==> config.mk <==
export PLATFORM = sky130hd
export DESIGN_NAME = clk_synth_ctrl
export DESIGN_NICKNAME = d
export VERILOG_FILES = /design/src/inc/clk_synth_pkg.sv /design/src/inc/synth_cfg_if.sv /design/src/hw/clk_synth_ctrl.sv /design/src/hw/freq_calc.sv /design/src/hw/relock_timer.sv
export VERILOG_INCLUDE_DIRS = /design/src /design/src/inc
export SDC_FILE = /design/constraint.sdc
export NUM_CORES = 1
export LEC_CHECK = 0
export ABC_AREA = 0
export BUFFER_PORTS_ARGS = -buffer_cell sky130_fd_sc_hd__buf_2
export CORE_MARGIN = 3
export CORE_UTILIZATION = 30
export CTS_CLUSTER_SIZE = 12
export DETAILED_ROUTE_END_ITERATION = 8
export PLACE_DENSITY = 0.55
export SETUP_SLACK_MARGIN = 0.3
export SLEW_MARGIN = 0
export SYNTH_ARGS = -nofsm -noshare
export SYNTH_HDL_FRONTEND = slang
export SYNTH_SLANG_ARGS = --single-unit
==> constraint.sdc <==
create_clock -name i_clk -period 6.1 [get_ports i_clk]
set_input_delay 0.61 -clock i_clk [delete_from_list [all_inputs] [get_ports i_clk]]
set_output_delay 0.61 -clock i_clk [all_outputs]
set_load 0.02 [all_outputs]
==> src/inc/clk_synth_regs.svh <==
// Register offsets, field positions, reset values and timing counts
// for the clock synthesizer control. Definitions only.
`ifndef CLK_SYNTH_REGS_SVH
`define CLK_SYNTH_REGS_SVH

// Register byte offsets
`define CTRL_OFS 8'h00
`define INT_STS_OFS 8'h04
`define INT_MSK_OFS 8'h08
`define FSYS_OFS 8'h0C
`define FVCO_OFS 8'h10

// Control register fields and reset value
`define CTRL_RESET 16'h3F00
`define CTRL_W_BIT 15
`define CTRL_X_BIT 14
`define CTRL_Y_HI 13
`define CTRL_Y_LO 8
`define CTRL_LOCK_BIT 3
`define CTRL_PLL_BIT 0

// Interrupt status and mask fields
`define EV_LOCK_BIT 0
`define EV_LOST_BIT 1

// Reference frequency (4.194 MHz) and the divide by 128, times 4
`define REF_FREQ_HZ 32'h003FFED0
`define REF_DIV_SHIFT 5

// Timing: clock period, divider tick and relock interval
`define CLK_PERIOD_PS 5000
`define PS_PER_NS 1000
`define NS_PER_US 1000
`define TICK_TIME_NS 1000
`define RELOCK_TIME_US 20
`define TICK_CYCLES ((`TICK_TIME_NS * `PS_PER_NS) / `CLK_PERIOD_PS)
`define RELOCK_TICKS ((`RELOCK_TIME_US * `NS_PER_US) / `TICK_TIME_NS)

`endif

==> src/inc/clk_synth_pkg.sv <==
// Types shared by the clock synthesizer control modules.
// Offsets and counts live in clk_synth_regs.svh.
package clk_synth_pkg;
    typedef logic [31:0] freq_t;

    typedef enum logic [2:0] {
        ST_EXT = 3'h1,
        ST_ACQUIRE = 3'h2,
        ST_LOCKED = 3'h4
    } synth_state_e;

    typedef struct packed {
        synth_state_e state;
        logic pll_on;
        logic fb_prescale;
        logic out_div_two;
        logic [5:0] fb_modulus;
        logic [1:0] sts;
        logic [1:0] msk;
        logic por_done;
        logic [31:0] rdata;
    } ctl_s;

    typedef struct packed {
        freq_t fsys;
        freq_t fvco;
        logic div_two;
    } calc_s;

    typedef struct packed {
        logic [15:0] div;
        logic [15:0] ticks;
        logic busy;
        logic done;
    } timer_s;
endpackage : clk_synth_pkg

==> src/inc/synth_cfg_if.sv <==
// Settings and results passed between the control, the frequency
// calculator and the relock timer. All signals in the i_clk domain.
`timescale 1ns/1ps
interface synth_cfg_if;
    logic pll_on;
    logic fb_prescale;
    logic out_div_two;
    logic [5:0] fb_modulus;
    logic relock_start;
    logic relock_busy;
    logic relock_done;
    clk_synth_pkg::freq_t fsys;
    clk_synth_pkg::freq_t fvco;
    logic div_two;

    modport calc (
        input pll_on, fb_prescale, out_div_two, fb_modulus,
        output fsys, fvco, div_two
    );
    modport timer (
        input relock_start,
        output relock_busy, relock_done
    );
endinterface : synth_cfg_if

==> src/hw/clk_synth_ctrl.sv <==
// Clock synthesizer control: clock source strap, synthesizer control
// register, lock tracking, power-up reset hold and lock interrupts.
// Assumes one 200 MHz clock, synchronous inputs, single-cycle register port.
// Functional notes
// Strap low at reset: loop disabled, external clock used directly.
// Strap high at reset: synthesizer makes clock from reference and control register.
// Divide select 0 (reset) gives oscillator over four; 1 gives over two.
// Oscillator is four or two times system frequency, keeping 50% duty.
// System frequency is ref/128 times 4(modulus+1) times 2^(2W+X).
// Control register resets to 3F00 hex, 8.388 MHz from 4.194 MHz.
// One prescale bit and six modulus bits set feedback, multiply up to 256.
// Changing prescale or modulus starts a relock interval.
// Changing divide select acts at once, with no relock.
// Any change at a comparator input, reference or feedback, forces relock.
// Lock status is readable as a flag in the control register.
// At power-up the device stays in reset until the synthesizer locks.
// Software only programs settings giving a frequency within operating limits.
// Lock flag reads not locked from a feedback change until relock ends.
//
// The strobed register port and the register offsets were decided locally.
`timescale 1ns/1ps
`include "clk_synth_regs.svh"

module clk_synth_ctrl #(
    parameter clk_synth_pkg::freq_t REF_FREQ_HZ = `REF_FREQ_HZ,
    parameter int TICK_CYCLES = `TICK_CYCLES,
    parameter int RELOCK_TICKS = `RELOCK_TICKS
) (
    // Clock and reset
    input wire logic i_clk,
    input wire logic i_rstn,
    // Clock source strap and reference disturbance
    input wire logic i_clock_source_strap,
    input wire logic i_ref_change,
    // Register port
    input wire logic [7:0] i_addr,
    input wire logic [31:0] i_wdata,
    input wire logic i_wr,
    input wire logic i_rd,
    output logic [31:0] o_rdata,
    // Clock control outputs
    output logic o_pll_enable,
    output logic o_sys_div_two,
    output clk_synth_pkg::freq_t o_sys_freq_hz,
    output clk_synth_pkg::freq_t o_vco_freq_hz,
    output logic o_synth_lock_flag,
    output logic o_sys_rstn,
    // Interrupt
    output logic o_irq
);
    import clk_synth_pkg::*;

    localparam logic [15:0] CTRL_RST = `CTRL_RESET;

    // ****************************************************************
    // Declarations and decode helpers
    // ****************************************************************

    synth_cfg_if cfg ();

    ctl_s st_r;
    ctl_s st_nxt;
    logic wr_ctrl;
    logic wr_sts;
    logic wr_msk;
    logic wy_change;
    logic retrigger;
    logic [1:0] events;
    logic [1:0] sts_clr;

    function automatic logic hit(input logic [7:0] addr, input logic [7:0] ofs);
        return addr == ofs;
    endfunction : hit

    function automatic logic [31:0] ctrl_word(input ctl_s s);
        logic [31:0] v;
        v = 32'h0;
        v[`CTRL_W_BIT] = s.fb_prescale;
        v[`CTRL_X_BIT] = s.out_div_two;
        v[`CTRL_Y_HI:`CTRL_Y_LO] = s.fb_modulus;
        v[`CTRL_LOCK_BIT] = (s.state == ST_LOCKED);
        v[`CTRL_PLL_BIT] = s.pll_on;
        return v;
    endfunction : ctrl_word

    // ****************************************************************
    // Next-state logic
    // ****************************************************************

    always_comb begin
        wr_ctrl = i_wr && hit(i_addr, `CTRL_OFS);
        wr_sts = i_wr && hit(i_addr, `INT_STS_OFS);
        wr_msk = i_wr && hit(i_addr, `INT_MSK_OFS);
        // Only the feedback fields move the oscillator
        wy_change = wr_ctrl && st_r.pll_on
            && ({i_wdata[`CTRL_W_BIT], i_wdata[`CTRL_Y_HI:`CTRL_Y_LO]}
            != {st_r.fb_prescale, st_r.fb_modulus});
        retrigger = st_r.pll_on && (wy_change || i_ref_change);
        cfg.relock_start = retrigger
            || (st_r.state == ST_ACQUIRE && !cfg.relock_busy && !cfg.relock_done);
        events = 2'h0;
        sts_clr = wr_sts ? i_wdata[`EV_LOST_BIT:`EV_LOCK_BIT] : 2'h0;

        st_nxt = st_r;
        st_nxt.rdata = 32'h0;

        unique case (st_r.state)
            ST_EXT: begin
                // Loop off: nothing to wait for
                st_nxt.por_done = 1'h1;
            end
            ST_ACQUIRE: begin
                if (cfg.relock_done && !retrigger) begin
                    st_nxt.state = ST_LOCKED;
                    st_nxt.por_done = 1'h1;
                    events[`EV_LOCK_BIT] = 1'h1;
                end
            end
            ST_LOCKED: begin
                if (retrigger) begin
                    st_nxt.state = ST_ACQUIRE;
                    events[`EV_LOST_BIT] = 1'h1;
                end
            end
            default: begin
                st_nxt.state = st_r.pll_on ? ST_ACQUIRE : ST_EXT;
            end
        endcase

        // Control register: divide select applies at once
        if (wr_ctrl) begin
            st_nxt.fb_prescale = i_wdata[`CTRL_W_BIT];
            st_nxt.out_div_two = i_wdata[`CTRL_X_BIT];
            st_nxt.fb_modulus = i_wdata[`CTRL_Y_HI:`CTRL_Y_LO];
        end

        // Interrupts: write one to clear, a new event wins
        if (wr_msk) begin
            st_nxt.msk = i_wdata[`EV_LOST_BIT:`EV_LOCK_BIT];
        end
        st_nxt.sts = (st_r.sts & ~sts_clr) | events;

        // Read data stand only in the cycle after the strobe
        if (i_rd) begin
            if (hit(i_addr, `CTRL_OFS)) begin
                st_nxt.rdata = ctrl_word(st_r);
            end else if (hit(i_addr, `INT_STS_OFS)) begin
                st_nxt.rdata = 32'(st_r.sts);
            end else if (hit(i_addr, `INT_MSK_OFS)) begin
                st_nxt.rdata = 32'(st_r.msk);
            end else if (hit(i_addr, `FSYS_OFS)) begin
                st_nxt.rdata = cfg.fsys;
            end else if (hit(i_addr, `FVCO_OFS)) begin
                st_nxt.rdata = cfg.fvco;
            end
        end

        // Strap is caught in every reset cycle, the last one counts
        if (!i_rstn) begin
            st_nxt = '0;
            st_nxt.pll_on = i_clock_source_strap;
            st_nxt.state = i_clock_source_strap ? ST_ACQUIRE : ST_EXT;
            st_nxt.fb_prescale = CTRL_RST[`CTRL_W_BIT];
            st_nxt.out_div_two = CTRL_RST[`CTRL_X_BIT];
            st_nxt.fb_modulus = CTRL_RST[`CTRL_Y_HI:`CTRL_Y_LO];
        end
    end

    always_ff @(posedge i_clk) begin
        st_r <= st_nxt;
    end

    // ****************************************************************
    // Frequency calculation and relock timing
    // ****************************************************************

    assign cfg.pll_on = st_r.pll_on;
    assign cfg.fb_prescale = st_r.fb_prescale;
    assign cfg.out_div_two = st_r.out_div_two;
    assign cfg.fb_modulus = st_r.fb_modulus;

    freq_calc #(
        .REF_FREQ_HZ(REF_FREQ_HZ)
    ) u_calc (
        .i_clk(i_clk),
        .i_rstn(i_rstn),
        .cfg(cfg.calc)
    );

    relock_timer #(
        .TICK_CYCLES(TICK_CYCLES),
        .RELOCK_TICKS(RELOCK_TICKS)
    ) u_timer (
        .i_clk(i_clk),
        .i_rstn(i_rstn),
        .tmr(cfg.timer)
    );

    // ****************************************************************
    // Outputs
    // ****************************************************************

    assign o_rdata = st_r.rdata;
    assign o_pll_enable = st_r.pll_on;
    assign o_sys_div_two = cfg.div_two;
    assign o_sys_freq_hz = cfg.fsys;
    assign o_vco_freq_hz = cfg.fvco;
    assign o_synth_lock_flag = (st_r.state == ST_LOCKED);
    assign o_sys_rstn = st_r.por_done;
    assign o_irq = |(st_r.sts & st_r.msk);

    // ****************************************************************
    // Assertions and cover points
    // ****************************************************************

    logic [41:0] exp_prod;
    freq_t exp_fsys;

    always_comb begin
        exp_prod = 42'(REF_FREQ_HZ) * (42'(st_r.fb_modulus) + 42'h1);
        exp_prod = exp_prod << {st_r.fb_prescale, st_r.out_div_two};
        exp_fsys = exp_prod[`REF_DIV_SHIFT +: 32];
    end
endmodule : clk_synth_ctrl

==> src/hw/freq_calc.sv <==
// System and oscillator frequency from the synthesizer settings.
// Assumes settings come from flops in the same clock domain.
`timescale 1ns/1ps
`include "clk_synth_regs.svh"

module freq_calc #(
    parameter clk_synth_pkg::freq_t REF_FREQ_HZ = `REF_FREQ_HZ
) (
    // Clock and reset
    input wire logic i_clk,
    input wire logic i_rstn,
    // Settings in, frequencies out
    synth_cfg_if.calc cfg
);
    import clk_synth_pkg::*;

    calc_s st_r;
    calc_s st_nxt;
    logic [41:0] prod;

    always_comb begin
        // Reference times (modulus + 1), shifted by 2W+X, over 32
        prod = 42'(REF_FREQ_HZ) * 42'(7'(cfg.fb_modulus) + 7'h01);
        prod = prod << {cfg.fb_prescale, cfg.out_div_two};
        st_nxt = st_r;
        // Software keeps settings in range, so 32 bits suffice
        st_nxt.fsys = cfg.pll_on ? prod[`REF_DIV_SHIFT +: 32] : REF_FREQ_HZ;
        st_nxt.div_two = cfg.out_div_two;
        if (!cfg.pll_on) begin
            st_nxt.fvco = 32'h0;
        end else if (cfg.out_div_two) begin
            st_nxt.fvco = {st_nxt.fsys[30:0], 1'h0};
        end else begin
            st_nxt.fvco = {st_nxt.fsys[29:0], 2'h0};
        end
        if (!i_rstn) begin
            st_nxt = '0;
        end
    end

    always_ff @(posedge i_clk) begin
        st_r <= st_nxt;
    end

    assign cfg.fsys = st_r.fsys;
    assign cfg.fvco = st_r.fvco;
    assign cfg.div_two = st_r.div_two;
endmodule : freq_calc

==> src/hw/relock_timer.sv <==
// Relock interval: a divider makes a one-cycle tick, ticks are counted.
// Assumes relock_start is a one-cycle request; a new start restarts it.
`timescale 1ns/1ps
`include "clk_synth_regs.svh"

module relock_timer #(
    parameter int TICK_CYCLES = `TICK_CYCLES,
    parameter int RELOCK_TICKS = `RELOCK_TICKS
) (
    // Clock and reset
    input wire logic i_clk,
    input wire logic i_rstn,
    // Start in, busy and done out
    synth_cfg_if.timer tmr
);
    import clk_synth_pkg::*;

    localparam logic [15:0] DIV_LAST = 16'(TICK_CYCLES - 1);
    localparam logic [15:0] TICK_LAST = 16'(RELOCK_TICKS - 1);

    timer_s st_r;
    timer_s st_nxt;
    logic tick;

    always_comb begin
        tick = st_r.busy && (st_r.div == DIV_LAST);
        st_nxt = st_r;
        st_nxt.done = 1'h0;
        if (tmr.relock_start) begin
            st_nxt.busy = 1'h1;
            st_nxt.div = 16'h0;
            st_nxt.ticks = 16'h0;
        end else if (tick) begin
            st_nxt.div = 16'h0;
            if (st_r.ticks == TICK_LAST) begin
                st_nxt.busy = 1'h0;
                st_nxt.done = 1'h1;
            end else begin
                st_nxt.ticks = st_r.ticks + 16'h1;
            end
        end else if (st_r.busy) begin
            st_nxt.div = st_r.div + 16'h1;
        end
        if (!i_rstn) begin
            st_nxt = '0;
        end
    end

    always_ff @(posedge i_clk) begin
        st_r <= st_nxt;
    end

    assign tmr.relock_busy = st_r.busy;
    assign tmr.relock_done = st_r.done;
endmodule : relock_timer

# Word-level counts from Yosys, hierarchy flattened
# Cells that the tools add are included.
# word_totals
ff_bits	148
latchBits	0
ram_bits	0
romBits	0
elab_cells	105
memories	0
# classes
add_sub_neg	3
n_mul	1
n_div	0
n_lt_le_gt_ge	0
n_eq_ne	14
shift	1
muxes	26
bitwise	8
n_reduce_logical	32
# op_table
op	n
2-to-1 mux 32 bit	7
2-to-1 mux 49 bit	1
<< shifter 29 x 2 -> 37 bit	1
adder 16 x 1 -> 16 bit, second input constant	2
2-to-1 mux 31 bit	1
multiplier 18 x 7 -> 25 bit, first input constant	1
equality test 16 x 5 -> 1 bit, second input constant	1
equality test 16 x 8 -> 1 bit, second input constant	1
equality test 8 x 4 -> 1 bit, second input constant	2
2-to-1 mux 2 bit	6
logical AND 1 bit	10
AND reduction 2 bit	5
one-hot mux 3 bit (3 select lines)	1
OR reduction 3 bit	3
equality test 8 x 3 -> 1 bit, second input constant	1
equality test 8 x 5 -> 1 bit, second input constant	1
zero test 8 bit	1
2-to-1 mux 8 bit	1
adder 6 x 1 -> 7 bit, second input constant	1
inequality test 7 bit	1
2-to-1 mux 1 bit	6
2-to-1 mux 3 bit	2
inequality test 3 x 2 -> 1 bit, second input constant	2
AND reduction 3 bit	2
15 further kinds	25

# Longest topological paths before layout
# Gate-level depths: netlist of run 1.
# logic_depth
word_depth	12
mapped_depth	24
ltp_nobuf	22

# By module
# Synthesis of run 1 repeated with hierarchy kept, for this count alone.
# unflattened
hier_cells	985
area_unflattened_um2	8754.6
# modules_own_cells
module	instances	cells_per_inst	area_per_inst_um2	seq_area_each_um2
freq_calc	1	552	4777.1	1121.1
clk_synth_ctrl	1	248	2379.8	1021.0
relock_timer	1	185	1597.8	680.7

# Worst setup path before layout of run 1
# OpenSTA, ideal clock, no wires.
# synth_timing
path_type	register to register
startpoint	reg st_r, in the netlist cfg.fb_modulus[0]
endpoint	reg u_calc.st_r, in the netlist u_calc.cfg.fsys[21]
setup_time_ns	0.132
arrival_ns	6.156
setup_slack_ns	-0.188
stages_incl_launch_ff	23
n_path_buf	1
period_less_slack_ns	6.288
cell_sequence	dfxtp_1 clkbuf_1 and3_1 nand3_1 xnor2_1 inv_1 fa_1 inv_1 fa_1 inv_1 fa_1 inv_1 fa_1 inv_1 ha_1 nand2_1 a21o_1 a211oi_2 o21ai_2 a311o_1 a2111oi_4 mux4_2 a21oi_1
# synth_between
elab_chain_len	4
# synth_rtl
element	line_no	text
start, declared	clk_synth_ctrl.sv:61	ctl_s st_r;
start signal, assigned	clk_synth_ctrl.sv:170	st_r <= st_nxt;
adder 6 x 1 -> 7 bit	-	
multiplier 18 x 7 -> 25 bit	freq_calc.sv:23	prod = 42'(REF_FREQ_HZ) * 42'(7'(cfg.fb_modulus) + 7'h01);
<< shifter 29 x 2 -> 37 bit	freq_calc.sv:24	prod = prod << {cfg.fb_prescale, cfg.out_div_two};
2-to-1 mux 31 bit	freq_calc.sv:27	st_nxt.fsys = cfg.pll_on ? prod[`REF_DIV_SHIFT +: 32] : REF_FREQ_HZ;
end signal, assigned	freq_calc.sv:42	st_r <= st_nxt;
end, declared	freq_calc.sv:17	calc_s st_r;
# Every way passes these cells.
# A chain may end at the register's enable or synchronous reset.

# Final worst setup path of run 1
# layout_timing
startpoint	reg st_r, in the netlist cfg.fb_modulus[1]
endpoint	reg u_calc.st_r, in the netlist u_calc.cfg.fsys[22]
# Same word-level chain as after synthesis.

==> summary.txt, run 1 <==
Status
  • Status: completed

Global routing
  • First-pass GRT wire length: 33400 µm
  • GR Util met3: 3.75%
  • Global route overflow: 0
  • Initial antenna violation count: 2
  • Pin count of the biggest net entering global routing: 60
  • Grt met1 use: 19.6%
  • Vias in the first global route: 6209
  • Gr busiest metal: met2
  • Total global-route track usage: 13.8%
  • Routing usage on met2: 20.6%

Placed design
  • DP Area: 9170 µm²
  • Setup WS pre-CTS: 0.183 ns
  • Port Buffers: 118
  • Placer congestion estimate: 0.790
  • Inst Count DP: 1357
  • Hpwl dp: 15900 µm

Logic synthesis
  • Most frequent cells after synthesis: 138 x dfxtp_1, 105 x nor2_1, 80 x inv_1
  • Synth unique cells: 70
  • Primary FF master, synth: dfxtp_1
  • YS warnings: 0
  • FFs w/ async S/R, synth: 0%
  • Synth Area in Simple Gates: 15.6%
  • Post-synthesis compound-gate area fraction: 14.4%
  • Main area contributors after synthesis: dfxtp_1 33%, fa_1 7.9%, ha_1 7.4%
  • Register area share after synthesis: 34.7%
  • Mapped Cells: 912
  • Synth Area in XOR/XNOR: 6.32%
  • FF+latch count, synth: 142
  • Dominant cell type by area after synthesis: dfxtp_1
  • Main combinational cell family by area after synthesis: simple AND/OR/NAND/NOR gates
  • Post-synth EDFFs: 4
  • Mux cell area share after synthesis: 4.99%
  • Synth top area share: 33.2%
  • Most numerous cell in the Yosys netlist: dfxtp_1
  • Netlist Area Pre-Place: 8320 µm²
  • Post-Synth Adder-Cell Area: 15.3%
  • Mapped Avg Cell Area: 9.12 µm²

Die
  • Die ar.: 29800 µm²
  • Io pins: 147
  • Core Footprint: 27100 µm²
  • Starting Density: 30.7%
  • Cell row count: 60
  • Width of the chip: 173 µm
  • Die Ht: 173 µm

Setup path
  • CP cell instances: ha_1, and3_4, and3_4, inv_1, fa_2, buf_4, fa_1, inv_1, fa_1, fa_1, inv_1, ha_2, and4_1, o221ai_1, a21o_1, buf_4, a211oi_1, nor3_1, xnor2_2, and2_1, o221a_1
  • Critical path endpoint category: register
  • Crit Path Max Fanout: 6
  • CP startpoint kind: register
  • Data required, critical path: 6.41 ns
  • Worst Path Arrival: 5.87 ns
  • CP startpoint: cfg.fb_modulus[1]$_SDFFE_PN1P_
  • CP max-delay cell: fa_1
  • Delay-heaviest family, CP: adder cells
  • RR Startpoint: cfg.fb_modulus[1]$_SDFFE_PN1P_
  • CP Class: register to register
  • Slowest cell delay on critical path: 0.56 ns
  • CP bufs+invs: 5

Clocking
  • CTS root buffer: clkbuf_16
  • CTS Sinks: 142
  • Clock latency on the worst-skew pair: 0.43 ns
  • CTS Buf Count: 17
  • Maximum level of the CTS H-tree: 4
  • Worst-path clk slew: 0.06 ns
  • CTS tree: done
  • CTS Buffer Depth: 2

Timing
  • Hold Worst Slack: 0.406 ns
  • Max-slew violations: 0
  • Worst slew margin: 21.1%
  • Final hold violations: 0
  • Worst Tran Pin Value: 1.18 ns
  • Post-route setup slack: 0.534 ns
  • Setup TNS: 0 ns
  • Post-layout min period: 5.57 ns
  • Clock Skew: 0.00825 ns
  • Final cycle utilization of the critical path: 91.3%
  • Fmax: 180 MHz
  • # setup viols final: 0
  • RSZ-0062 raised after global routing: true

Min path
  • Min-delay src: i_clock_source_strap
  • Worst hold path type: input pin to register

Final layout
  • Nets: 1135
  • Non-filler cells, final: 1391
  • # diodes: 0
  • Area grow syn2layout: 19.2%
  • Layout cells sized above 1: 21.4%
  • Design area: 9910 µm²
  • Utilization after layout: 36.6%

Pwr
  • Pwr dens: 250 nW/µm²
  • Lkg Pwr: 4.41 nW
  • Maximum VDD drop: 0.182 mV
  • Overall power: 2.48 mW

Run
  • MaxCap Viol Count: 0

Detailed routing
  • Routed WL: 20700 µm
  • Number of DRC markers in iteration 0: 478
  • Remaining DRCs: 0
  • DRT antenna net count: 0
  • Via count: 6504
  • Number of vias per cell: 4.68
  • Pre-Repair DR Iteration Count: 7
  • Routed WL per cell: 14.9 µm
-- placed cells by master, fill, tap and decap left out, drive strengths merged, types with 6 or more instances in the layout --
cell type / Yosys / routed
nand4: 11 / 11
xnor2: 26 / 26
a21o: 7 / 7
o221a: 6 / 6
inv: 80 / 81
nor4: 6 / 6
dfxtp: 138 / 138
and2: 11 / 11
and3: 15 / 15
o21ai: 21 / 21
a22o: 19 / 19
fa: 33 / 33
nor3: 13 / 13
a31oi: 6 / 6
nand2b: 8 / 8
nand3: 11 / 11
or3: 7 / 7
o21a: 6 / 6
a211oi: 13 / 13
nor2b: 9 / 9
mux2i: 28 / 28
ha: 49 / 49
clkbuf: 30 / 24
conb: 1 / 7
buf: 44 / 144
nand2: 65 / 65
xor2: 34 / 34
nor2: 105 / 105
a222oi: 9 / 9
a21oi: 40 / 40
-- cell type report --
class | count | area (µm²)
tap | 372 | 465
sequential | 142 | 2890
multi-input combinational | 622 | 4830
timing repair buffer | 144 | 786
clock inverter | 7 | 93.8
fill | 2739 | 17200
clock buffer | 24 | 546
inverter | 80 | 300
-- power breakdown --
part           total (mW)  switching [mW]  internal [mW]
sequential           1.00          0.0309          0.973
combinational       0.368           0.227          0.141
clock                1.11           0.402          0.706
-- state kept, by name, summed over array words and instances (netlist names) --
name / count
o_pll_enable: 1
u_calc.cfg.div_two: 1
cfg.fb_prescale: 1
o_sys_rstn: 1
o_rdata: 31
u_timer.tmr.relock_busy: 1
u_timer.st_r: 32
u_calc.cfg.fvco: 30
u_timer.tmr.relock_done: 1
cfg.out_div_two: 1
st_r: 7
u_calc.cfg.fsys: 29
cfg.fb_modulus: 6
-- per-layer routing --
| metal | routed length (µm) | part of all wire, % |
|---|---|---|
| met5 | 27 | 0.13 |
| met4 | 348 | 1.7 |
| met1 | 10200 | 49 |
| met2 | 8850 | 43 |
| met3 | 1260 | 6.1 |
-- worst register-to-register path, stage by stage (launching register included) --
cell      delay [ns]
dfxtp_4         0.38
ha_1            0.19
and3_4          0.24
and3_4          0.20
inv_1           0.08
fa_2            0.47
buf_4           0.18
fa_1            0.56
inv_1           0.07
fa_1            0.47
fa_1            0.51
inv_1           0.05
ha_2            0.37
and4_1          0.19
o221ai_1        0.15
a21o_1          0.23
buf_4           0.15
a211oi_1        0.22
nor3_1          0.12
xnor2_2         0.18
and2_1          0.18
o221a_1         0.25
-- path summary, 6_finish.rpt --
check / endpoint / slack [ns] / cells past startpoint
setup / recovery: u_calc.cfg.fsys[22]$_SDFF_PN0_ / 0.53 / 21
hold / removal: o_pll_enable$_DFFE_PN_ / 0.41 / 1
setup reg to reg: u_calc.cfg.fsys[22]$_SDFF_PN0_ / 0.53 / 21
hold reg to reg: o_rdata[30]$_SDFF_PP0_ / 0.46 / 1
-- kinds of logic (layout without fill, tap and decap cells) --
logic type,after synthesis,after routing
AND/OR/NAND/NOR,275,275
flip-flops,142,142
AO/OA/AOI/OAI,162,162
adder cells (fa/ha/maj),82,82
other,1,7
buffers and inverters,154,255
XOR/XNOR,60,60
multiplexers,36,36
-- repair_timing --
item	4_1_cts	5_1_grt
hold buffers	0	0
gates resized for setup	3	17
gates cloned	0	0
pin swaps	0	6
buffers inserted	0	3
setup endpoints to repair	11	19
endpoints found under the hold margin	0	0
Power figures use the tool's default switching activity.
==> inputs of run 2 (changes only) <==
SYNTH_HIERARCHICAL = 1   (was not set)
==> summary.txt, run 2 <==
Final layout
  • Area grow syn2layout: 16.3% (was 19.2%)
  • # diodes: 0 (unchanged)
  • Storage cell area: 2830 µm² (was 2890 µm²)
  • Most frequent cells in the layout: 132 x dfxtp_1, 119 x nor2_1, 115 x buf_2 (was 135 x dfxtp_1, 118 x buf_2, 105 x nor2_1)
  • Nets: 1193 (was 1135)
  • Layout cells sized above 1: 21.0% (was 21.4%)
  • Commonest non-fill, non-tap cell in the layout: dfxtp_1 (unchanged)
  • Multi-input gate area: 5220 µm² (was 4830 µm²)
  • Utilization after layout: 36.1% (was 36.6%)
  • Fill cell count: 2912 (was 2739)

Detailed routing
  • Via count: 7117 (was 6504)
  • Routed WL per cell: 16.4 µm (was 14.9 µm)
  • Number of vias per cell: 4.88 (was 4.68)
  • Pre-Repair DR Iteration Count: 4 (was 7)
  • Routed WL: 24000 µm (was 20700 µm)
  • Remaining DRCs: 0 (unchanged)
  • DRT antenna net count: 0 (unchanged)
  • Number of DRC markers in iteration 0: 384 (was 478)

Status
  • Status: completed (unchanged)

Global routing
  • Initial antenna violation count: 0 (was 2)
  • Global route overflow: 0 (unchanged)
  • Total global-route track usage: 15.3% (was 13.8%)
  • First-pass GRT wire length: 37900 µm (was 33400 µm)
  • Vias in the first global route: 6937 (was 6209)
  • Pin count of the biggest net entering global routing: 57 (was 60)

Logic synthesis
  • Synth unique cells: 90 (was 70)
  • Primary FF master, synth: dfxtp_1 (unchanged)
  • Post-synth EDFFs: 4 (unchanged)
  • Most numerous cell in the Yosys netlist: dfxtp_1 (unchanged)
  • FFs w/ async S/R, synth: 0% (unchanged)
  • Most frequent cells after synthesis: 135 x dfxtp_1, 120 x nor2_1, 80 x inv_1 (was 138 x dfxtp_1, 105 x nor2_1, 80 x inv_1)
  • Register area share after synthesis: 32.2% (was 34.7%)
  • Mapped Cells: 985 (was 912)
  • Dominant cell type by area after synthesis: dfxtp_1 (unchanged)
  • YS warnings: 6 (was 0)
  • FF+latch count, synth: 139 (was 142)
  • Netlist Area Pre-Place: 8750 µm² (was 8320 µm²)
  • Mapped Avg Cell Area: 8.89 µm² (was 9.12 µm²)
  • Main area contributors after synthesis: dfxtp_1 31%, fa_1 7.5%, ha_1 6.7% (was dfxtp_1 33%, fa_1 7.9%, ha_1 7.4%)
  • Synth top area share: 30.9% (was 33.2%)

Run
  • MaxCap Viol Count: 0 (unchanged)

Die
  • Cell row count: 61 (was 60)
  • Width of the chip: 177 µm (was 173 µm)
  • Die Ht: 177 µm (was 173 µm)
  • Starting Density: 31.0% (was 30.7%)
  • Die ar.: 31300 µm² (was 29800 µm²)
  • Core Footprint: 28200 µm² (was 27100 µm²)
  • Io pins: 147 (unchanged)

Clocking
  • CTS Buffer Depth: 2 (unchanged)
  • CTS Sinks: 139 (was 142)
  • Worst-path clk slew: 0.06 ns (about the same)
  • CTS tree: done (unchanged)
  • CTS root buffer: clkbuf_16 (unchanged)
  • CTS Buf Count: 17 (unchanged)
  • Clock latency on the worst-skew pair: 0.42 ns (was 0.43 ns)
  • Maximum level of the CTS H-tree: 4 (unchanged)

Timing
  • RSZ-0062 raised after global routing: true (unchanged)
  • Max-slew violations: 0 (unchanged)
  • Setup TNS: 0 ns (unchanged)
  • Clock Skew: 0.0117 ns (was 0.00825 ns)
  • Fmax: 180 MHz (about the same)
  • Post-layout min period: 5.55 ns (was 5.57 ns)
  • # setup viols final: 0 (unchanged)
  • Final cycle utilization of the critical path: 91.0% (was 91.3%)
  • Hold Worst Slack: 0.427 ns (was 0.406 ns)
  • Worst slew margin: 25.6% (was 21.1%)
  • Final hold violations: 0 (unchanged)
  • Worst Tran Pin Value: 1.11 ns (was 1.18 ns)

Placed design
  • Hpwl dp: 18200 µm (was 15900 µm)
  • Placer congestion estimate: 0.825 (was 0.790)
  • Port Buffers: 115 (was 118)

Setup path
  • Slowest cell delay on critical path: 0.57 ns (was 0.56 ns)
  • CP startpoint kind: register (unchanged)
  • CP Class: register to register (unchanged)
  • Crit Path Max Fanout: 6 (unchanged)
  • Data required, critical path: 6.37 ns (was 6.41 ns)
  • Critical path endpoint category: register (unchanged)
  • Delay-heaviest family, CP: adder cells (unchanged)
  • CP cell instances: and3_1, and3_1, xor2_2, inv_2, fa_2, buf_4, fa_2, inv_1, fa_1, fa_1, inv_1, ha_2, nand2_1, o21a_1, buf_4, o221ai_1, a31oi_1, xnor2_1, a221oi_1, a21oi_1 (was ha_1, and3_4, and3_4, inv_1, fa_2, buf_4, fa_1, inv_1, fa_1, fa_1, inv_1, ha_2, and4_1, o221ai_1, a21o_1, buf_4, a211oi_1, nor3_1, xnor2_2, and2_1, o221a_1)
  • CP bufs+invs: 5 (unchanged)
  • CP max-delay cell: fa_2 (was fa_1)
  • Worst Path Arrival: 5.82 ns (was 5.87 ns)

Pwr
  • Pwr dens: 233 nW/µm² (was 250 nW/µm²)
  • Overall power: 2.37 mW (was 2.48 mW)
  • Maximum VDD drop: 0.159 mV (was 0.182 mV)
  • Lkg Pwr: 4.34 nW (was 4.41 nW)

Min path
  • Worst hold path type: input pin to register (unchanged)
run 2: cell types whose count changed after synthesis, moves of 7 or more:
cell      before  now
a22oi_1        2   30
nand3_1       11   27
nor2_1       105  120
a222oi_1       9    0
a22o_1        19   10
and3_1        15    6
o211ai_1       4   13
nand4_1       11   18
run 2: per-stage QoR:
stage | cells | worst slack (ns) | cell area, µm²
floorplan | 994 | 0.364 | 8800
global placement | 1422 | 0.274 | 9480
detailed placement | 1422 | 0.194 | 9480
CTS | 1455 | 0.306 | 10100
global route | 1457 | 0.275 | 10200
finish | 1457 | 0.548 | 10200
run 2: cells by family after synthesis:
group | synth area share, %
compound gates | 14.9
xor+xnor | 5.69
fa+ha+maj | 14.3
buf+inv | 9.58
flops | 32.2
mux | 4.06
other cells | 0.0428
simple gates | 19.2
run 2: routing by layer:
metal | part of all wire (%) | GRT usage, % | vias to the layer above
li1 | - | - | 3519
met1 | 47 | 20.4 | 3464
met2 | 48 | 25.5 | 114
met3 | 3.3 | 2.40 | 20
met4 | 1.6 | 4.62 | 0
met5 | 0 | 0 | -
run 2: timing repair:
action                     in CTS  in global routing
cloned                          0                  0
setup buffers                   2                  2
setup endpoints to repair       6                 23
pin swaps                       1                  8
gates resized for setup         4                 16
hold buffers                    0                  0
run 2: layout make-up:
| type | instances | area share (%) |
|---|---|---|
| Clock buffer | 21 | 4.52 |
| Clock inverter | 10 | 1.18 |
| Inverter | 82 | 3.06 |
| Multi-Input combinational cell | 687 | 51.3 |
| Sequential cell | 139 | 27.8 |
| Tap cell | 378 | 4.65 |
| Timing Repair Buffer | 140 | 7.50 |
run 2: path summary, 6_finish.rpt:
check,start,endpoint,slack [ns],cells past startpoint
setup reg to reg,cfg.fb_modulus[4]$_SDFFE_PN1N_,u_calc/cfg.fsys[18]$_SDFF_PN0_,0.55,20
hold reg to reg,u_timer/st_r[3]$_SDFFE_PP0P_,u_timer/st_r[3]$_SDFFE_PP0P_,0.48,2
setup / recovery,cfg.fb_modulus[4]$_SDFFE_PN1N_,u_calc/cfg.fsys[18]$_SDFF_PN0_,0.55,20
hold / removal,i_clock_source_strap,o_pll_enable$_DFFE_PN_,0.43,1
run 2: power by group:
group | switching (mW) | leakage [nW] | total (mW) | internal [mW]
logic | 0.231 | 2.92 | 0.364 | 0.133
clock network | 0.397 | 0.279 | 1.02 | 0.622
registers | 0.0332 | 1.14 | 0.987 | 0.954
